## src/rtl/pfc_pkg.sv

```systemverilog
// Shared constants and types for the port 0 flow control register
package pfc_pkg;

    // Bus and datapath widths
    localparam int unsigned PFC_ADDR_W = 12;
    localparam int unsigned PFC_DATA_W = 32;
    localparam int unsigned PFC_LEVEL_W = 8;

    // Register byte address
    localparam logic [11:0] PFC_FLOW_CTRL_OFFSET = 12'h1a8;

    // Field positions inside the register
    localparam int unsigned PFC_MANUAL_BIT = 0;
    localparam int unsigned PFC_TX_EN_BIT = 1;
    localparam int unsigned PFC_RX_EN_BIT = 2;
    localparam int unsigned PFC_LIVE_TX_BIT = 3;
    localparam int unsigned PFC_LIVE_RX_BIT = 4;
    localparam int unsigned PFC_LIVE_DUP_BIT = 5;
    localparam int unsigned PFC_JAM_BIT = 6;
    localparam int unsigned PFC_DIRECT_BIT = 7;
    localparam int unsigned PFC_FIELD_W = 8;

    // Fixed reset value of the direct FIFO link bit
    localparam logic PFC_DIRECT_RESET = 1'b0;

    // Last settle count; four settle cycles pass before straps are trusted
    localparam logic [1:0] PFC_STRAP_SETTLE_CYCLES = 2'h3;

    // Synchronised pin vector layout
    localparam int unsigned PFC_PIN_W = 8;
    localparam int unsigned PFC_PIN_JAM_STRAP = 0;
    localparam int unsigned PFC_PIN_PAUSE_STRAP = 1;
    localparam int unsigned PFC_PIN_MANUAL_STRAP = 2;
    localparam int unsigned PFC_PIN_HALF_STRAP = 3;
    localparam int unsigned PFC_PIN_ANEG_EN = 4;
    localparam int unsigned PFC_PIN_ANEG_RX = 5;
    localparam int unsigned PFC_PIN_ANEG_TX = 6;
    localparam int unsigned PFC_PIN_LINK_HALF = 7;

    // Writable control fields
    typedef struct packed {
        logic direct;
        logic jam;
        logic rx_en;
        logic tx_en;
        logic manual;
    } pfc_ctrl_s;

    // Resolved live status
    typedef struct packed {
        logic half;
        logic rx;
        logic tx;
    } pfc_live_s;

    // Start-up phases
    typedef enum logic [1:0] {
        PFC_SETTLE,
        PFC_LOAD,
        PFC_RUN
    } pfc_phase_e;

endpackage

```

## src/rtl/pfc_sync.sv

```systemverilog
// Three-stage pin synchroniser with agreement filter
`timescale 1ns/1ps
module pfc_sync
    import pfc_pkg::*;
#(
    parameter int unsigned W = PFC_PIN_W
) (
    // Clock and reset
    input wire logic clk,
    input wire logic resetn,
    // Pins and filtered result
    input wire logic [W-1:0] pin,
    output logic [W-1:0] q
);

    genvar i;

    // One chain per bit; q moves only when stages two and three agree
    generate
        for (i = 0; i < W; i++) begin : g_bit
            logic s1;
            logic s2;
            logic s3;
            logic next_q;

            // Stage one feeds stage two only
            always_comb begin
                next_q = q[i];
                if (s2 == s3) begin
                    next_q = s3;
                end
            end

            always_ff @(posedge clk or negedge resetn) begin
                if (!resetn) begin
                    s1 <= 1'b0;
                    s2 <= 1'b0;
                    s3 <= 1'b0;
                    q[i] <= 1'b0;
                end else begin
                    s1 <= pin[i];
                    s2 <= s1;
                    s3 <= s2;
                    q[i] <= next_q;
                end
            end
        end
    endgenerate

endmodule

```

## src/rtl/pfc_flow_ctrl.sv

```systemverilog
// Port 0 flow control configuration and status register
`timescale 1ns/1ps

// Operation
// RULE1 - Direct mode cross-links host and engine FIFO levels
// RULE2 - Software disables other pause methods first
// RULE3 - Bit 6 enables half-duplex jamming
// RULE4 - Bit 5 reports live duplex, 1 half
// RULE5 - Bit 4 reports live receive pause
// RULE6 - Bit 3 reports live transmit pause
// RULE7 - Bit 2 enables pause detection when manual
// RULE8 - Bit 1 enables pause generation when manual
// RULE9 - Manual clear: negotiation governs if enabled
// RULE10 - Manual set: enables alone decide, full duplex
// RULE11 - Writes never touch PHY advertisement
// RULE12 - Writable defaults come from own straps; the direct bit has no strap and loads fixed PFC_DIRECT_RESET
// RULE13 - Status defaults derived from several straps
// RULE14 - Bits 31 to 8 read zero
// RULE15 - Live pause status follows enables combinationally
module pfc_flow_ctrl
    import pfc_pkg::*;
(
    // Clock and reset
    input wire logic clk,
    input wire logic resetn,
    // Register port
    input wire logic [PFC_ADDR_W-1:0] addr,
    input wire logic [PFC_DATA_W-1:0] wdata,
    input wire logic wr,
    input wire logic rd,
    output logic [PFC_DATA_W-1:0] rdata,
    // Configuration strap pins
    input wire logic jam_enable_strap_p0,
    input wire logic pause_enable_strap_p0,
    input wire logic manual_select_strap_p0,
    input wire logic half_duplex_strap_p0,
    // Negotiation and link pins from the PHY side
    input wire logic aneg_enable,
    input wire logic aneg_rx_pause,
    input wire logic aneg_tx_pause,
    input wire logic link_half_duplex,
    // FIFO fill levels, same clock
    input wire logic [PFC_LEVEL_W-1:0] host_rx_fifo_level,
    input wire logic [PFC_LEVEL_W-1:0] engine_rx_fifo_level,
    output logic [PFC_LEVEL_W-1:0] engine_tx_fifo_level,
    output logic [PFC_LEVEL_W-1:0] host_tx_fifo_level,
    // Controls toward the port MAC
    output logic rx_pause_active,
    output logic tx_pause_active,
    output logic jam_active,
    output logic direct_fifo_pause_link_p0,
    output logic straps_loaded
);

    logic [PFC_PIN_W-1:0] pin_raw;
    logic [PFC_PIN_W-1:0] pin_s;
    pfc_phase_e phase;
    pfc_phase_e next_phase;
    logic [1:0] settle_cnt;
    logic [1:0] next_settle_cnt;
    pfc_ctrl_s ctrl;
    pfc_ctrl_s next_ctrl;
    pfc_live_s live;
    pfc_live_s strap_live;
    logic sel_manual_path;
    logic hit;
    logic [PFC_DATA_W-1:0] next_rdata;
    logic [PFC_LEVEL_W-1:0] next_engine_tx;
    logic [PFC_LEVEL_W-1:0] next_host_tx;
    logic next_rx_act;
    logic next_tx_act;
    logic next_jam_act;

    // Gather the outside pins for the synchroniser
    assign pin_raw[PFC_PIN_JAM_STRAP] = jam_enable_strap_p0;
    assign pin_raw[PFC_PIN_PAUSE_STRAP] = pause_enable_strap_p0;
    assign pin_raw[PFC_PIN_MANUAL_STRAP] = manual_select_strap_p0;
    assign pin_raw[PFC_PIN_HALF_STRAP] = half_duplex_strap_p0;
    assign pin_raw[PFC_PIN_ANEG_EN] = aneg_enable;
    assign pin_raw[PFC_PIN_ANEG_RX] = aneg_rx_pause;
    assign pin_raw[PFC_PIN_ANEG_TX] = aneg_tx_pause;
    assign pin_raw[PFC_PIN_LINK_HALF] = link_half_duplex;

    pfc_sync #(
        .W(PFC_PIN_W)
    ) u_sync (
        .clk(clk),
        .resetn(resetn),
        .pin(pin_raw),
        .q(pin_s)
    );

    // Start-up sequencing; straps are sampled only once settled
    always_comb begin
        next_phase = phase;
        next_settle_cnt = settle_cnt;
        case (phase)
            PFC_SETTLE: begin
                next_settle_cnt = settle_cnt + 2'h1;
                if (settle_cnt == PFC_STRAP_SETTLE_CYCLES) begin
                    next_phase = PFC_LOAD;
                end
            end
            PFC_LOAD: begin
                next_phase = PFC_RUN;
            end
            default: begin
                next_phase = PFC_RUN;
            end
        endcase
    end

    always_ff @(posedge clk or negedge resetn) begin
        if (!resetn) begin
            phase <= PFC_SETTLE;
            settle_cnt <= 2'h0;
        end else begin
            phase <= next_phase;
            settle_cnt <= next_settle_cnt;
        end
    end

    assign hit = (addr == PFC_FLOW_CTRL_OFFSET);

    // Control fields: strap load once, then software writes
    always_comb begin
        next_ctrl = ctrl;
        if (phase == PFC_LOAD) begin
            // RULE12 strap default load
            next_ctrl.jam = pin_s[PFC_PIN_JAM_STRAP];
            next_ctrl.rx_en = pin_s[PFC_PIN_PAUSE_STRAP];
            next_ctrl.tx_en = pin_s[PFC_PIN_PAUSE_STRAP];
            next_ctrl.manual = pin_s[PFC_PIN_MANUAL_STRAP];
            // RULE1 direct link default
            next_ctrl.direct = PFC_DIRECT_RESET;
        end else if (phase == PFC_RUN && wr && hit) begin
            // RULE11 only local fields written
            next_ctrl.direct = wdata[PFC_DIRECT_BIT];
            next_ctrl.jam = wdata[PFC_JAM_BIT];
            next_ctrl.rx_en = wdata[PFC_RX_EN_BIT];
            next_ctrl.tx_en = wdata[PFC_TX_EN_BIT];
            next_ctrl.manual = wdata[PFC_MANUAL_BIT];
        end
    end

    always_ff @(posedge clk or negedge resetn) begin
        if (!resetn) begin
            ctrl <= '0;
        end else begin
            ctrl <= next_ctrl;
        end
    end

    // RULE13 status defaults from strap mix
    always_comb begin
        strap_live.half = pin_s[PFC_PIN_HALF_STRAP];
        strap_live.rx = pin_s[PFC_PIN_PAUSE_STRAP] &
                        ~pin_s[PFC_PIN_HALF_STRAP];
        strap_live.tx = pin_s[PFC_PIN_PAUSE_STRAP] &
                        ~pin_s[PFC_PIN_HALF_STRAP];
    end

    // RULE9 manual or non-negotiated path select
    assign sel_manual_path = ctrl.manual | ~pin_s[PFC_PIN_ANEG_EN];

    // Pause is a full-duplex feature, so half duplex forces it off
    always_comb begin
        if (phase != PFC_RUN) begin
            live = strap_live;
        end else begin
            // RULE4 duplex follows the link
            live.half = pin_s[PFC_PIN_LINK_HALF];
            // RULE15 combinational resolution
            if (sel_manual_path) begin
                // RULE10 enables alone decide
                live.rx = ctrl.rx_en & ~live.half;
                live.tx = ctrl.tx_en & ~live.half;
            end else begin
                live.rx = pin_s[PFC_PIN_ANEG_RX] & ~live.half;
                live.tx = pin_s[PFC_PIN_ANEG_TX] & ~live.half;
            end
        end
    end

    // Readback assembly; unmapped or idle cycles give zero
    always_comb begin
        next_rdata = '0;
        if (rd && hit) begin
            next_rdata[PFC_DIRECT_BIT] = ctrl.direct;
            next_rdata[PFC_JAM_BIT] = ctrl.jam;
            next_rdata[PFC_LIVE_DUP_BIT] = live.half;
            // RULE5 live receive pause
            next_rdata[PFC_LIVE_RX_BIT] = live.rx;
            // RULE6 live transmit pause
            next_rdata[PFC_LIVE_TX_BIT] = live.tx;
            next_rdata[PFC_RX_EN_BIT] = ctrl.rx_en;
            next_rdata[PFC_TX_EN_BIT] = ctrl.tx_en;
            next_rdata[PFC_MANUAL_BIT] = ctrl.manual;
            // RULE14 upper bits stay zero
            next_rdata[PFC_DATA_W-1:PFC_FIELD_W] = '0;
        end
    end

    // MAC controls and direct FIFO routing
    always_comb begin
        // RULE7 receive pause enable
        next_rx_act = live.rx;
        // RULE8 transmit pause enable
        next_tx_act = live.tx;
        // RULE3 jam only in half duplex
        next_jam_act = ctrl.jam & live.half & (phase == PFC_RUN);
        next_engine_tx = '0;
        next_host_tx = '0;
        // RULE1 cross-link fill levels
        if (ctrl.direct) begin
            next_engine_tx = host_rx_fifo_level;
            next_host_tx = engine_rx_fifo_level;
        end
        // RULE2 other methods forced off while direct is set
        if (ctrl.direct) begin
            next_rx_act = 1'b0;
            next_tx_act = 1'b0;
            next_jam_act = 1'b0;
        end
    end

    // Data outputs all leave from flops
    always_ff @(posedge clk or negedge resetn) begin
        if (!resetn) begin
            rdata <= '0;
            engine_tx_fifo_level <= '0;
            host_tx_fifo_level <= '0;
            rx_pause_active <= 1'b0;
            tx_pause_active <= 1'b0;
            jam_active <= 1'b0;
        end else begin
            rdata <= next_rdata;
            engine_tx_fifo_level <= next_engine_tx;
            host_tx_fifo_level <= next_host_tx;
            rx_pause_active <= next_rx_act;
            tx_pause_active <= next_tx_act;
            jam_active <= next_jam_act;
        end
    end

    assign direct_fifo_pause_link_p0 = ctrl.direct;
    assign straps_loaded = (phase == PFC_RUN);
endmodule

```

## config.mk

```make
export PLATFORM = sky130hd
export DESIGN_NAME = pfc_flow_ctrl
export DESIGN_NICKNAME = d
export VERILOG_FILES = /design/src/rtl/pfc_pkg.sv /design/src/rtl/pfc_sync.sv /design/src/rtl/pfc_flow_ctrl.sv
export SDC_FILE = /design/constraint.sdc
export NUM_CORES = 1
export LEC_CHECK = 0
export ABC_AREA = 1
export BUFFER_PORTS_ARGS = -buffer_cell sky130_fd_sc_hd__buf_2
export CAP_MARGIN = 20
export CORE_ASPECT_RATIO = 0.6
export CORE_UTILIZATION = 45
export CTS_BUF_LIST = sky130_fd_sc_hd__clkbuf_16
export CTS_CLUSTER_SIZE = 28
export DETAILED_ROUTE_END_ITERATION = 10
export GPL_TIMING_DRIVEN = 0
export PLACE_DENSITY = 0.88
export SETUP_SLACK_MARGIN = 0.4
export SYNTH_ARGS = -nofsm -noshare
export SYNTH_HDL_FRONTEND = slang
export SYNTH_SLANG_ARGS = --single-unit
export TNS_END_PERCENT = 10
```

## constraint.sdc

```tcl
create_clock -name clk -period 1.2 [get_ports clk]
set_input_delay 0.06 -clock clk [delete_from_list [all_inputs] [get_ports clk]]
set_output_delay 0.06 -clock clk [all_outputs]
set_load 0.005 [all_outputs]
```

==> results.json, run 1 <==
{
  "status": "finished with violations",
  "violations": "negative hold slack",
  "gp_congestion": 0.8032,
  "grt_use_total_pct": 17.33,
  "nNetsFinal": 432,
  "cp.arrival_ps": 1050,
  "p_leak_nw": 2.111,
  "max_freq_ghz": 0.8973,
  "cp-startpoint": "phase[0]",
  "start_kind": "flop",
  "wire_per_inst_um": 11.17,
  "syn-cell-area_um2": 2541,
  "synth.distinct_cells": 23,
  "dp_hpwl_mm": 3.201,
  "power.density_nw_per_um2": 1385,
  "worstReg2RegEnd": "ctrl[0]",
  "dr.pass1.iters": 4,
  "post_drt_via_cell_ratio": 4.151,
  "final-setup-viol-count": 0,
  "min_period_ps": 1114,
  "cp-end-kind": "primary output",
  "report.final.hold_viol_count": 28,
  "synth_area_per_cell_um2": 11.29,
  "cts_tree": "yes",
  "num_rows": 20,
  "synth_edf_count": 0,
  "grt_overflow": 0,
  "muxShareOfSynthArea_pct": 0,
  "ctsHoldBuffers": 24,
  "synth-async-reset-ratio_pct": 100.0,
  "worstSetupPathType": "reg2out",
  "netlist_instances": 225,
  "cts_buffer_depth": 2,
  "r2r_cells": 7,
  "yosys_warnings": 0,
  "grt_antenna_before_repair": 0,
  "coreArea_um2": 5255,
  "hold_path_class": "in2async",
  "synth_xor_area_share_pct": 0.3447,
  "intPower_w": 0.003964,
  "grt_max_degree": 41,
  "reg2reg_from": "phase[0]",
  "io_pins": 125,
  "finalPower_w": 0.005022,
  "cts_made_buffers": 9,
  "drt-total-wl_mm": 4.802,
  "finalCritPeriodShare_pct": 92.87,
  "antenna_left": 0,
  "path_max_fanout": 4,
  "clk_pin_slew_ps": 50,
  "swShare_pct": 21.07,
  "initial_core_util_pct": 48.36,
  "layout-drive-gt1-share_pct": 36.26,
  "drc": 0,
  "drtIter0Drc": 50,
  "synth_top_family_by_area": "simple AND/OR/NAND/NOR gates",
  "clk_latency_ps": 310,
  "r2r_setup_slack_ps": 120,
  "tightest_slew_ps": 642.1,
  "ys.flop_type": "dfrtp_1",
  "rsz0062_at_grt": "true",
  "area_delta_synth_final_pct": 42.69,
  "antenna_cells": 0,
  "yosys.area_share.simple_pct": 15.56,
  "via_count": 1785,
  "cap_violations": 0,
  "synthAdderAreaFrac_pct": 3.644,
  "clkSinkCount": 68,
  "finalHoldWorstSlack_ps": -231.3,
  "synth_compound_area_share_pct": 0.9355,
  "grt_pass1_wl_mm": 7.548,
  "power.switching_w": 0.001058,
  "htree_levels": 3,
  "slew_headroom_pct": 57.20,
  "pwr-share-comb_pct": 7.7,
  "die-height_um": 60.21,
  "ys_ff_latch": 68,
  "die_area_um2": 5962,
  "power_frac_clock_pct": 43.9,
  "portBuffers": 73,
  "grt_pass1_vias": 1735,
  "p_seq_share_pct": 48.4,
  "crit_required_ps": 1140,
  "ir_drop_v": 0.0007919,
  "finClkSkew_ps": 2.958,
  "maxSlewViolCount": 0,
  "cts_root_buf": "clkbuf_16",
  "synth_seq_area_share_pct": 66.96,
  "die_w_um": 99.02
}
[kinds of logic (layout without fill, tap and decap cells)]
kind of cell    count (synthesis)  count (layout)
compound gates                  3               3
xor+xnor                        1               1
fa+ha+maj                       9               9
buf+inv                        59             175
flops                          68              68
other cells                     1              24
simple gates                   84              84
[worst max-delay path, cell delays in order (launching register included)]
cell and delay (ps):
dfrtp_2 430, nor2_4 170, buf_2 130
[synth_stat cells, types with 2 or more instances]
| library cell | number | area [um2] |
|---|---|---|
| nand2_4 | 2 | 22.52 |
| inv_1 | 31 | 116.4 |
| nand3_1 | 7 | 35.03 |
| clkbuf_1 | 2 | 7.510 |
| nor2_4 | 2 | 22.52 |
| maj3_1 | 8 | 80.08 |
| dfrtp_1 | 68 | 1702 |
| nand2_1 | 51 | 191.4 |
| buf_4 | 25 | 187.7 |
| nor2_1 | 15 | 56.30 |
| nor2_2 | 2 | 12.51 |
[area by class of cell]
type	count	area [um2]
plain buffers	27	195.2
clock buffers	9	225.2
multi-input cells	121	625.6
clock inverters	7	33.78
repair buffers	100	640.6
fillers	378	1629
flip-flops and latches	68	1703
well taps	66	82.58
inverters	32	120.1
[metal layers]
metal / part of all wire [%] / global-route usage (%)
met1: 41 / 18.48
met2: 50 / 31.57
met3: 8.2 / 7.368
met4: 0.92 / 6.183
met5: 0 / 0
[registers in the layout (all words and copies together), names as in the netlist, 4 cells and up]
signal,count
host_tx_fifo_level,8
u_sync.q,8
u_sync.g_bit.s3,8
engine_tx_fifo_level,8
u_sync.g_bit.s1,8
rdata,8
ctrl,4
u_sync.g_bit.s2,8
[layout by cell type (no fill, tap or decap), drive strengths merged]
cell type | synthesis | final
a21oi | 1 | 1
xor2 | 1 | 1
dfrtp | 68 | 68
nand3 | 9 | 9
clkinv | 0 | 6
dlygate4sd3 | 0 | 24
clkbuf | 2 | 11
nor2 | 19 | 19
o211a | 1 | 1
maj3 | 8 | 8
nor3 | 2 | 2
ha | 1 | 1
buf | 25 | 101
conb | 1 | 24
inv | 32 | 32
nand2 | 54 | 54
o21ai | 1 | 1
clkinvlp | 0 | 1
[worst max-delay path by stage]
stage | endpoint | slack [ps] | depth (start not counted)
after global placement | engine_tx_fifo_level[4] | -120 | 1
after detailed placement | direct_fifo_pause_link_p0 | 90 | 7
after floorplan | direct_fifo_pause_link_p0 | 200 | 6
after global routing | ctrl[2] | 30 | 7
after CTS | straps_loaded | 50 | 2
final | straps_loaded | 90 | 2
[timing repair]
| action | CTS | global route |
|---|---|---|
| buffers inserted | 2 | 0 |
| gates resized for setup | 5 | 1 |
| endpoints found under the hold margin | 52 | 28 |
| pin swaps | 6 | 2 |
| endpoints found under the setup margin | 69 | 69 |
[through the flow]
stage	worst slack, ps	util, %	std cells	TNS (ps)	cell area (um2)
5_1_grt	27.38	69.00	430	0	3626
3_5_place_dp	90.83	58.90	388	0	3095
3_3_place_gp	-122.4	58.52	387	-8008	3075
4_1_cts	51.36	68.98	430	0	3625
2_1_floorplan	196.7	-	248	0	2628
6_report	85.57	69.00	430	0	3626
[power groups by stage]
stage,Sequential (W),Clock [W],Combinational (W)
2_1_floorplan,0.00246,0,0.000163
3_3_place_gp,0.00247,0,0.000298
3_5_place_dp,0.00247,0,0.000314
4_1_cts,0.00243,0.00228,0.000381
5_1_grt,0.00244,0.00240,0.000433
6_report,0.00243,0.00220,0.000386
Note: power is estimated with default switching activity, not from simulation.
==> inputs of run 2 (changes only) <==
CORE_ASPECT_RATIO = 1.5   (was 0.6)
CORE_UTILIZATION = 40   (was 45)
PLACE_DENSITY = 0.71   (was 0.88)
==> run 2 against run 1 <==
The run still ends with negative hold slack left. Global-route usage decreased by 2.5 points. Final area decreased by 0.24%. Fmax fell by 1.6%. First-iteration DRC count increased by 10%. Register-to-register slack got worse by 50 ps. Worst hold slack better by 54 ps. Combinational power shrank 5%. Non-clock buffer count shrank 1. Total power grew 0.11%. Core utilization down 10 points. Count of clock-buffer cells in the layout did not move. Via count stayed put.
==> results.json, run 2 (synthesized netlist as in run 1, its figures left out) <==
{
  "status": "finished with violations",
  "violations": "negative hold slack",
  "dp_slack_ps": 86.91,
  "post_drt_via_cell_ratio": 4.085,
  "design_area_um2": 3617,
  "final-setup-viol-count": 0,
  "path_max_fanout": 3,
  "antenna_cells": 0,
  "worstSetupPathType": "reg2reg",
  "finalPower_w": 0.005028,
  "min_period_ps": 1132,
  "grtUsageMet3_pct": 4.817,
  "antenna_left": 0,
  "via_count": 1785,
  "grt_antenna_before_repair": 0,
  "postPlaceCellArea_um2": 3088,
  "tightest_slew_ps": 794.7,
  "die_area_um2": 6683,
  "nNetsFinal": 431,
  "busiest_layer": "met2",
  "report.final.hold_viol_count": 68,
  "cts_root_buf": "clkbuf_16",
  "grt_max_degree": 69,
  "clk_latency_ps": 320,
  "dp.cells": 395,
  "htree_levels": 3,
  "power.density_nw_per_um2": 1390,
  "p_leak_nw": 2.110,
  "r2r_cells": 6,
  "drt-total-wl_mm": 4.348,
  "ctsHoldBuffers": 24,
  "most-common-layout-cells": "buf_2, dfrtp_1, nand2_1",
  "maxSlewViolCount": 0,
  "grt_overflow": 0,
  "grt_pass1_wl_mm": 7.127,
  "rsz0062_at_grt": "true",
  "cts_made_buffers": 9,
  "finClkSkew_ps": 3.365,
  "wire_per_inst_um": 9.950,
  "cp.arrival_ps": 1320,
  "max_freq_ghz": 0.8831,
  "grt_use_total_pct": 14.78,
  "drtIter0Drc": 55,
  "area_delta_synth_final_pct": 42.34,
  "layout-drive-gt1-share_pct": 35.81,
  "cap_violations": 0,
  "drc": 0,
  "grt_pass1_vias": 1747,
  "dp_hpwl_mm": 3.009,
  "clkSinkCount": 68,
  "hold_path_class": "in2async",
  "finalHoldWorstSlack_ps": -177.1,
  "cts_tree": "yes",
  "stdcell_count": 437,
  "die-height_um": 99.62,
  "initial_core_util_pct": 41.45,
  "die_w_um": 67.08,
  "cts_buffer_depth": 2,
  "layout_commonest_cell": "buf_2",
  "crit_required_ps": 1390,
  "grt_use_met2_pct": 26.08,
  "worst_slack_ps": 67.61,
  "clk_pin_slew_ps": 50,
  "cp-end-kind": "flop",
  "gp_congestion": 0.7877,
  "portBuffers": 73,
  "coreArea_um2": 6131,
  "met1_usage_pct": 13.88,
  "ir_drop_v": 0.0006887,
  "slew_headroom_pct": 47.02,
  "start_kind": "flop",
  "io_pins": 125,
  "finalCritPeriodShare_pct": 94.37,
  "num_rows": 35,
  "dr.pass1.iters": 4
}
[run 2: changes by cell type in the layout (fill, tap and decap cells not counted), moves of 2 or more]
cell      delta
clkinv_1     -2
nand2_2      -2
nand2_1      +2
buf_6        +2
[run 2: critical path, stage by stage, from the launching register on]
cell and delay, ps:
dfrtp_1 400, inv_2 80, nor2_4 50, buf_6 120, o211a_1 230, nand2_2 80, nor2_1 40
[run 2: metal layers]
metal	wire (um)	share of wire, %	up-vias
met5	0	0	-
met4	142	3.3	0
met3	354	8.1	12
met2	2162	50	77
met1	1688	39	803
li1	-	-	893
[run 2: worst paths after layout]
| path | start | end | slack [ps] |
|---|---|---|---|
| worst max-delay path | phase[1] | rx_pause_active | 70 |
| worst min-delay path | resetn | host_tx_fifo_level[4] | -180 |
| worst max register to register | phase[1] | rx_pause_active | 70 |
| worst min register to register | u_sync.g_bit[3].s1 | u_sync.g_bit[3].s2 | 340 |
| max in group asynchronous | resetn | phase[0] | 820 |
| min in group clk | wdata[1] | ctrl[1] | 30 |
[run 2: per-stage QoR]
stage | hold WS [ps] | TNS (ps) | util [%]
after floorplan | -235.6 | 0 | -
after global placement | 168.3 | -11680 | 50.33
after detailed placement | 169.3 | 0 | 50.37
after CTS | -132.5 | 0 | 58.65
after global routing | -88.54 | 0 | 59.00
final | -177.1 | 0 | 59.00
[run 2: power breakdown]
group          internal, W  leakage [nW]  switching [W]  total, W
Clock              0.00136         0.134       0.000867   0.00223
Combinational     0.000208          1.12       0.000159  0.000367
Sequential         0.00239         0.860      0.0000454   0.00243
Total              0.00396          2.11        0.00107   0.00503
[run 2: layout make-up]
| cell class | count | area, um2 |
|---|---|---|
| Tap cell | 74 | 92.59 |
| Fill cell | 529 | 2514 |
| Inverter | 32 | 120.1 |
| Timing Repair Buffer | 99 | 626.9 |
| Clock inverter | 7 | 35.03 |
| Multi-Input combinational cell | 121 | 615.6 |
| Buffer | 27 | 198.9 |
| Sequential cell | 68 | 1703 |
| Clock buffer | 9 | 225.2 |
[run 2: what timing repair did]
action                                  4_1_cts  5_1_grt
pin swaps                                     1        2
hold endpoints to repair                     92       68
gates resized for setup                       0        5
endpoints found under the setup margin       69       69
setup buffers                                 1        1
==> inputs of run 3 (changes only) <==
CAP_MARGIN = 10   (was 20)
MAX_ROUTING_LAYER = met4   (was not set)
==> run 3 against run 2 <==
The flow still finishes with violations (negative hold slack). Combinational power about the same. Core utilization is the same. Flip-flop and latch count is the same. First-iteration DRC count decreased by 7.3%. Worst hold slack improved by 1.8 ps. Non-clock buffer count unchanged. Clock skew about the same. Total power about the same. Worst setup slack is essentially flat. Clock power is essentially flat. Sequential share of layout area stayed put. Sequential power about the same. Largest power group unchanged.
==> results.json, run 3 (synthesized netlist as in run 1, its figures left out) <==
{
  "status": "finished with violations",
  "violations": "negative hold slack",
  "htree_levels": 3,
  "ir_drop_v": 0.0006889,
  "grt_max_degree": 69,
  "via_count": 1789,
  "cap_violations": 0,
  "crit_required_ps": 1390,
  "finalHoldWorstSlack_ps": -175.3,
  "clk_latency_ps": 320,
  "ctsHoldBuffers": 24,
  "area_delta_synth_final_pct": 42.34,
  "die_w_um": 67.08,
  "hold_path_class": "in2async",
  "slew_headroom_pct": 46.89,
  "stdcell_count": 437,
  "path_max_fanout": 3,
  "clk_pin_slew_ps": 50,
  "antenna_left": 0,
  "drt-total-wl_mm": 4.341,
  "io_pins": 125,
  "clkSinkCount": 68,
  "antenna_cells": 0,
  "grt_pass1_vias": 1749,
  "max_freq_ghz": 0.8831,
  "dr.pass1.iters": 4,
  "grt_overflow": 0,
  "coreArea_um2": 6131,
  "layout_commonest_cell": "buf_2",
  "die-height_um": 99.62,
  "grt_pass1_wl_mm": 7.127,
  "tightest_slew_ps": 796.6,
  "initial_core_util_pct": 41.45,
  "post_drt_via_cell_ratio": 4.094,
  "maxSlewViolCount": 0,
  "cp-end-kind": "flop",
  "worstSetupPathType": "reg2reg",
  "grt_antenna_before_repair": 0,
  "drc": 0,
  "final-setup-viol-count": 0,
  "gp_congestion": 0.7988,
  "cp.arrival_ps": 1320,
  "drtIter0Drc": 51,
  "cts_made_buffers": 9,
  "num_rows": 35,
  "finClkSkew_ps": 3.011,
  "cts_tree": "yes",
  "cts_buffer_depth": 2,
  "rsz0062_at_grt": "true",
  "final.setup.tns_ps": 0,
  "layout-drive-gt1-share_pct": 35.81,
  "power.density_nw_per_um2": 1389,
  "min_period_ps": 1132,
  "start_kind": "flop",
  "finalCritPeriodShare_pct": 94.36,
  "nNetsFinal": 431,
  "grt_use_total_pct": 15.28,
  "dp_hpwl_mm": 3.009,
  "most-common-layout-cells": "buf_2, dfrtp_1, nand2_1",
  "report.final.hold_viol_count": 68,
  "dp.cells": 395,
  "wire_per_inst_um": 9.934,
  "die_area_um2": 6683,
  "portBuffers": 73,
  "p_leak_nw": 2.110,
  "cts_root_buf": "clkbuf_16"
}
## run 3: cell counts in the layout (fill, tap and decap cells not counted)
Identical to the previous run, type by type.
## run 3: metal layers
| layer | GRT usage, % | routed length, um | vias to the layer above |
|---|---|---|---|
| li1 | - | - | 893 |
| met1 | 13.95 | 1684 | 809 |
| met5 | - | 0 | - |
| met4 | 9.820 | 120 | 0 |
| met3 | 5.046 | 346 | 11 |
| met2 | 26.08 | 2190 | 76 |
## run 3: report_power, final
group	internal, W	switching (W)	leakage [nW]
Combinational	0.000208	0.000159	1.12
Clock	0.00136	0.000864	0.134
Sequential	0.00239	0.0000455	0.860
Total	0.00396	0.00107	2.11
## run 3: layout make-up
type                       count  area [um2]
buffer                        27       198.9
clock buffer                   9       225.2
clock inverter                 7       35.03
fill                         529        2514
inverter                      32       120.1
multi-input combinational    121       615.6
sequential                    68        1703
tap                           74       92.59
timing repair buffer          99       626.9
## run 3: final timing paths
path / from / endpoint / slack [ps] / cells after the start
worst max register to register: phase[1] / rx_pause_active / 70 / 6
min in group clk: wdata[1] / ctrl[1] / 30 / 5
worst min register to register: u_sync.g_bit[3].s1 / u_sync.g_bit[3].s2 / 340 / 0
worst min-delay path: resetn / host_tx_fifo_level[4] / -180 / 1
worst max-delay path: phase[1] / rx_pause_active / 70 / 6
max in group asynchronous: resetn / phase[0] / 820 / 1
## run 3: metrics by stage
stage	instance area, um2	hold WS [ps]	setup WS [ps]	total power [W]	util (%)
floorplan	2628	-235.6	196.7	0.002622	-
global placement	3085	168.3	-174.5	0.002761	50.33
detailed placement	3088	169.3	86.91	0.002776	50.37
CTS	3596	-132.5	52.24	0.005091	58.65
global route	3617	-90.67	12.45	0.005250	59.00
finish	3617	-175.3	67.65	0.005026	59.00
## run 3: worst max-delay path: stages (launching register included)
cell and delay (ps):
dfrtp_1 400, inv_2 80, nor2_4 50, buf_6 120, o211a_1 230, nand2_2 80
nor2_1 40
## run 3: what timing repair did
| item | 4_1_cts | 5_1_grt |
|---|---|---|
| endpoints found under the hold margin | 92 | 68 |
| pin swaps | 1 | 2 |
| endpoints found under the setup margin | 69 | 69 |
| resized for setup | 0 | 5 |
| setup buffers | 1 | 1 |
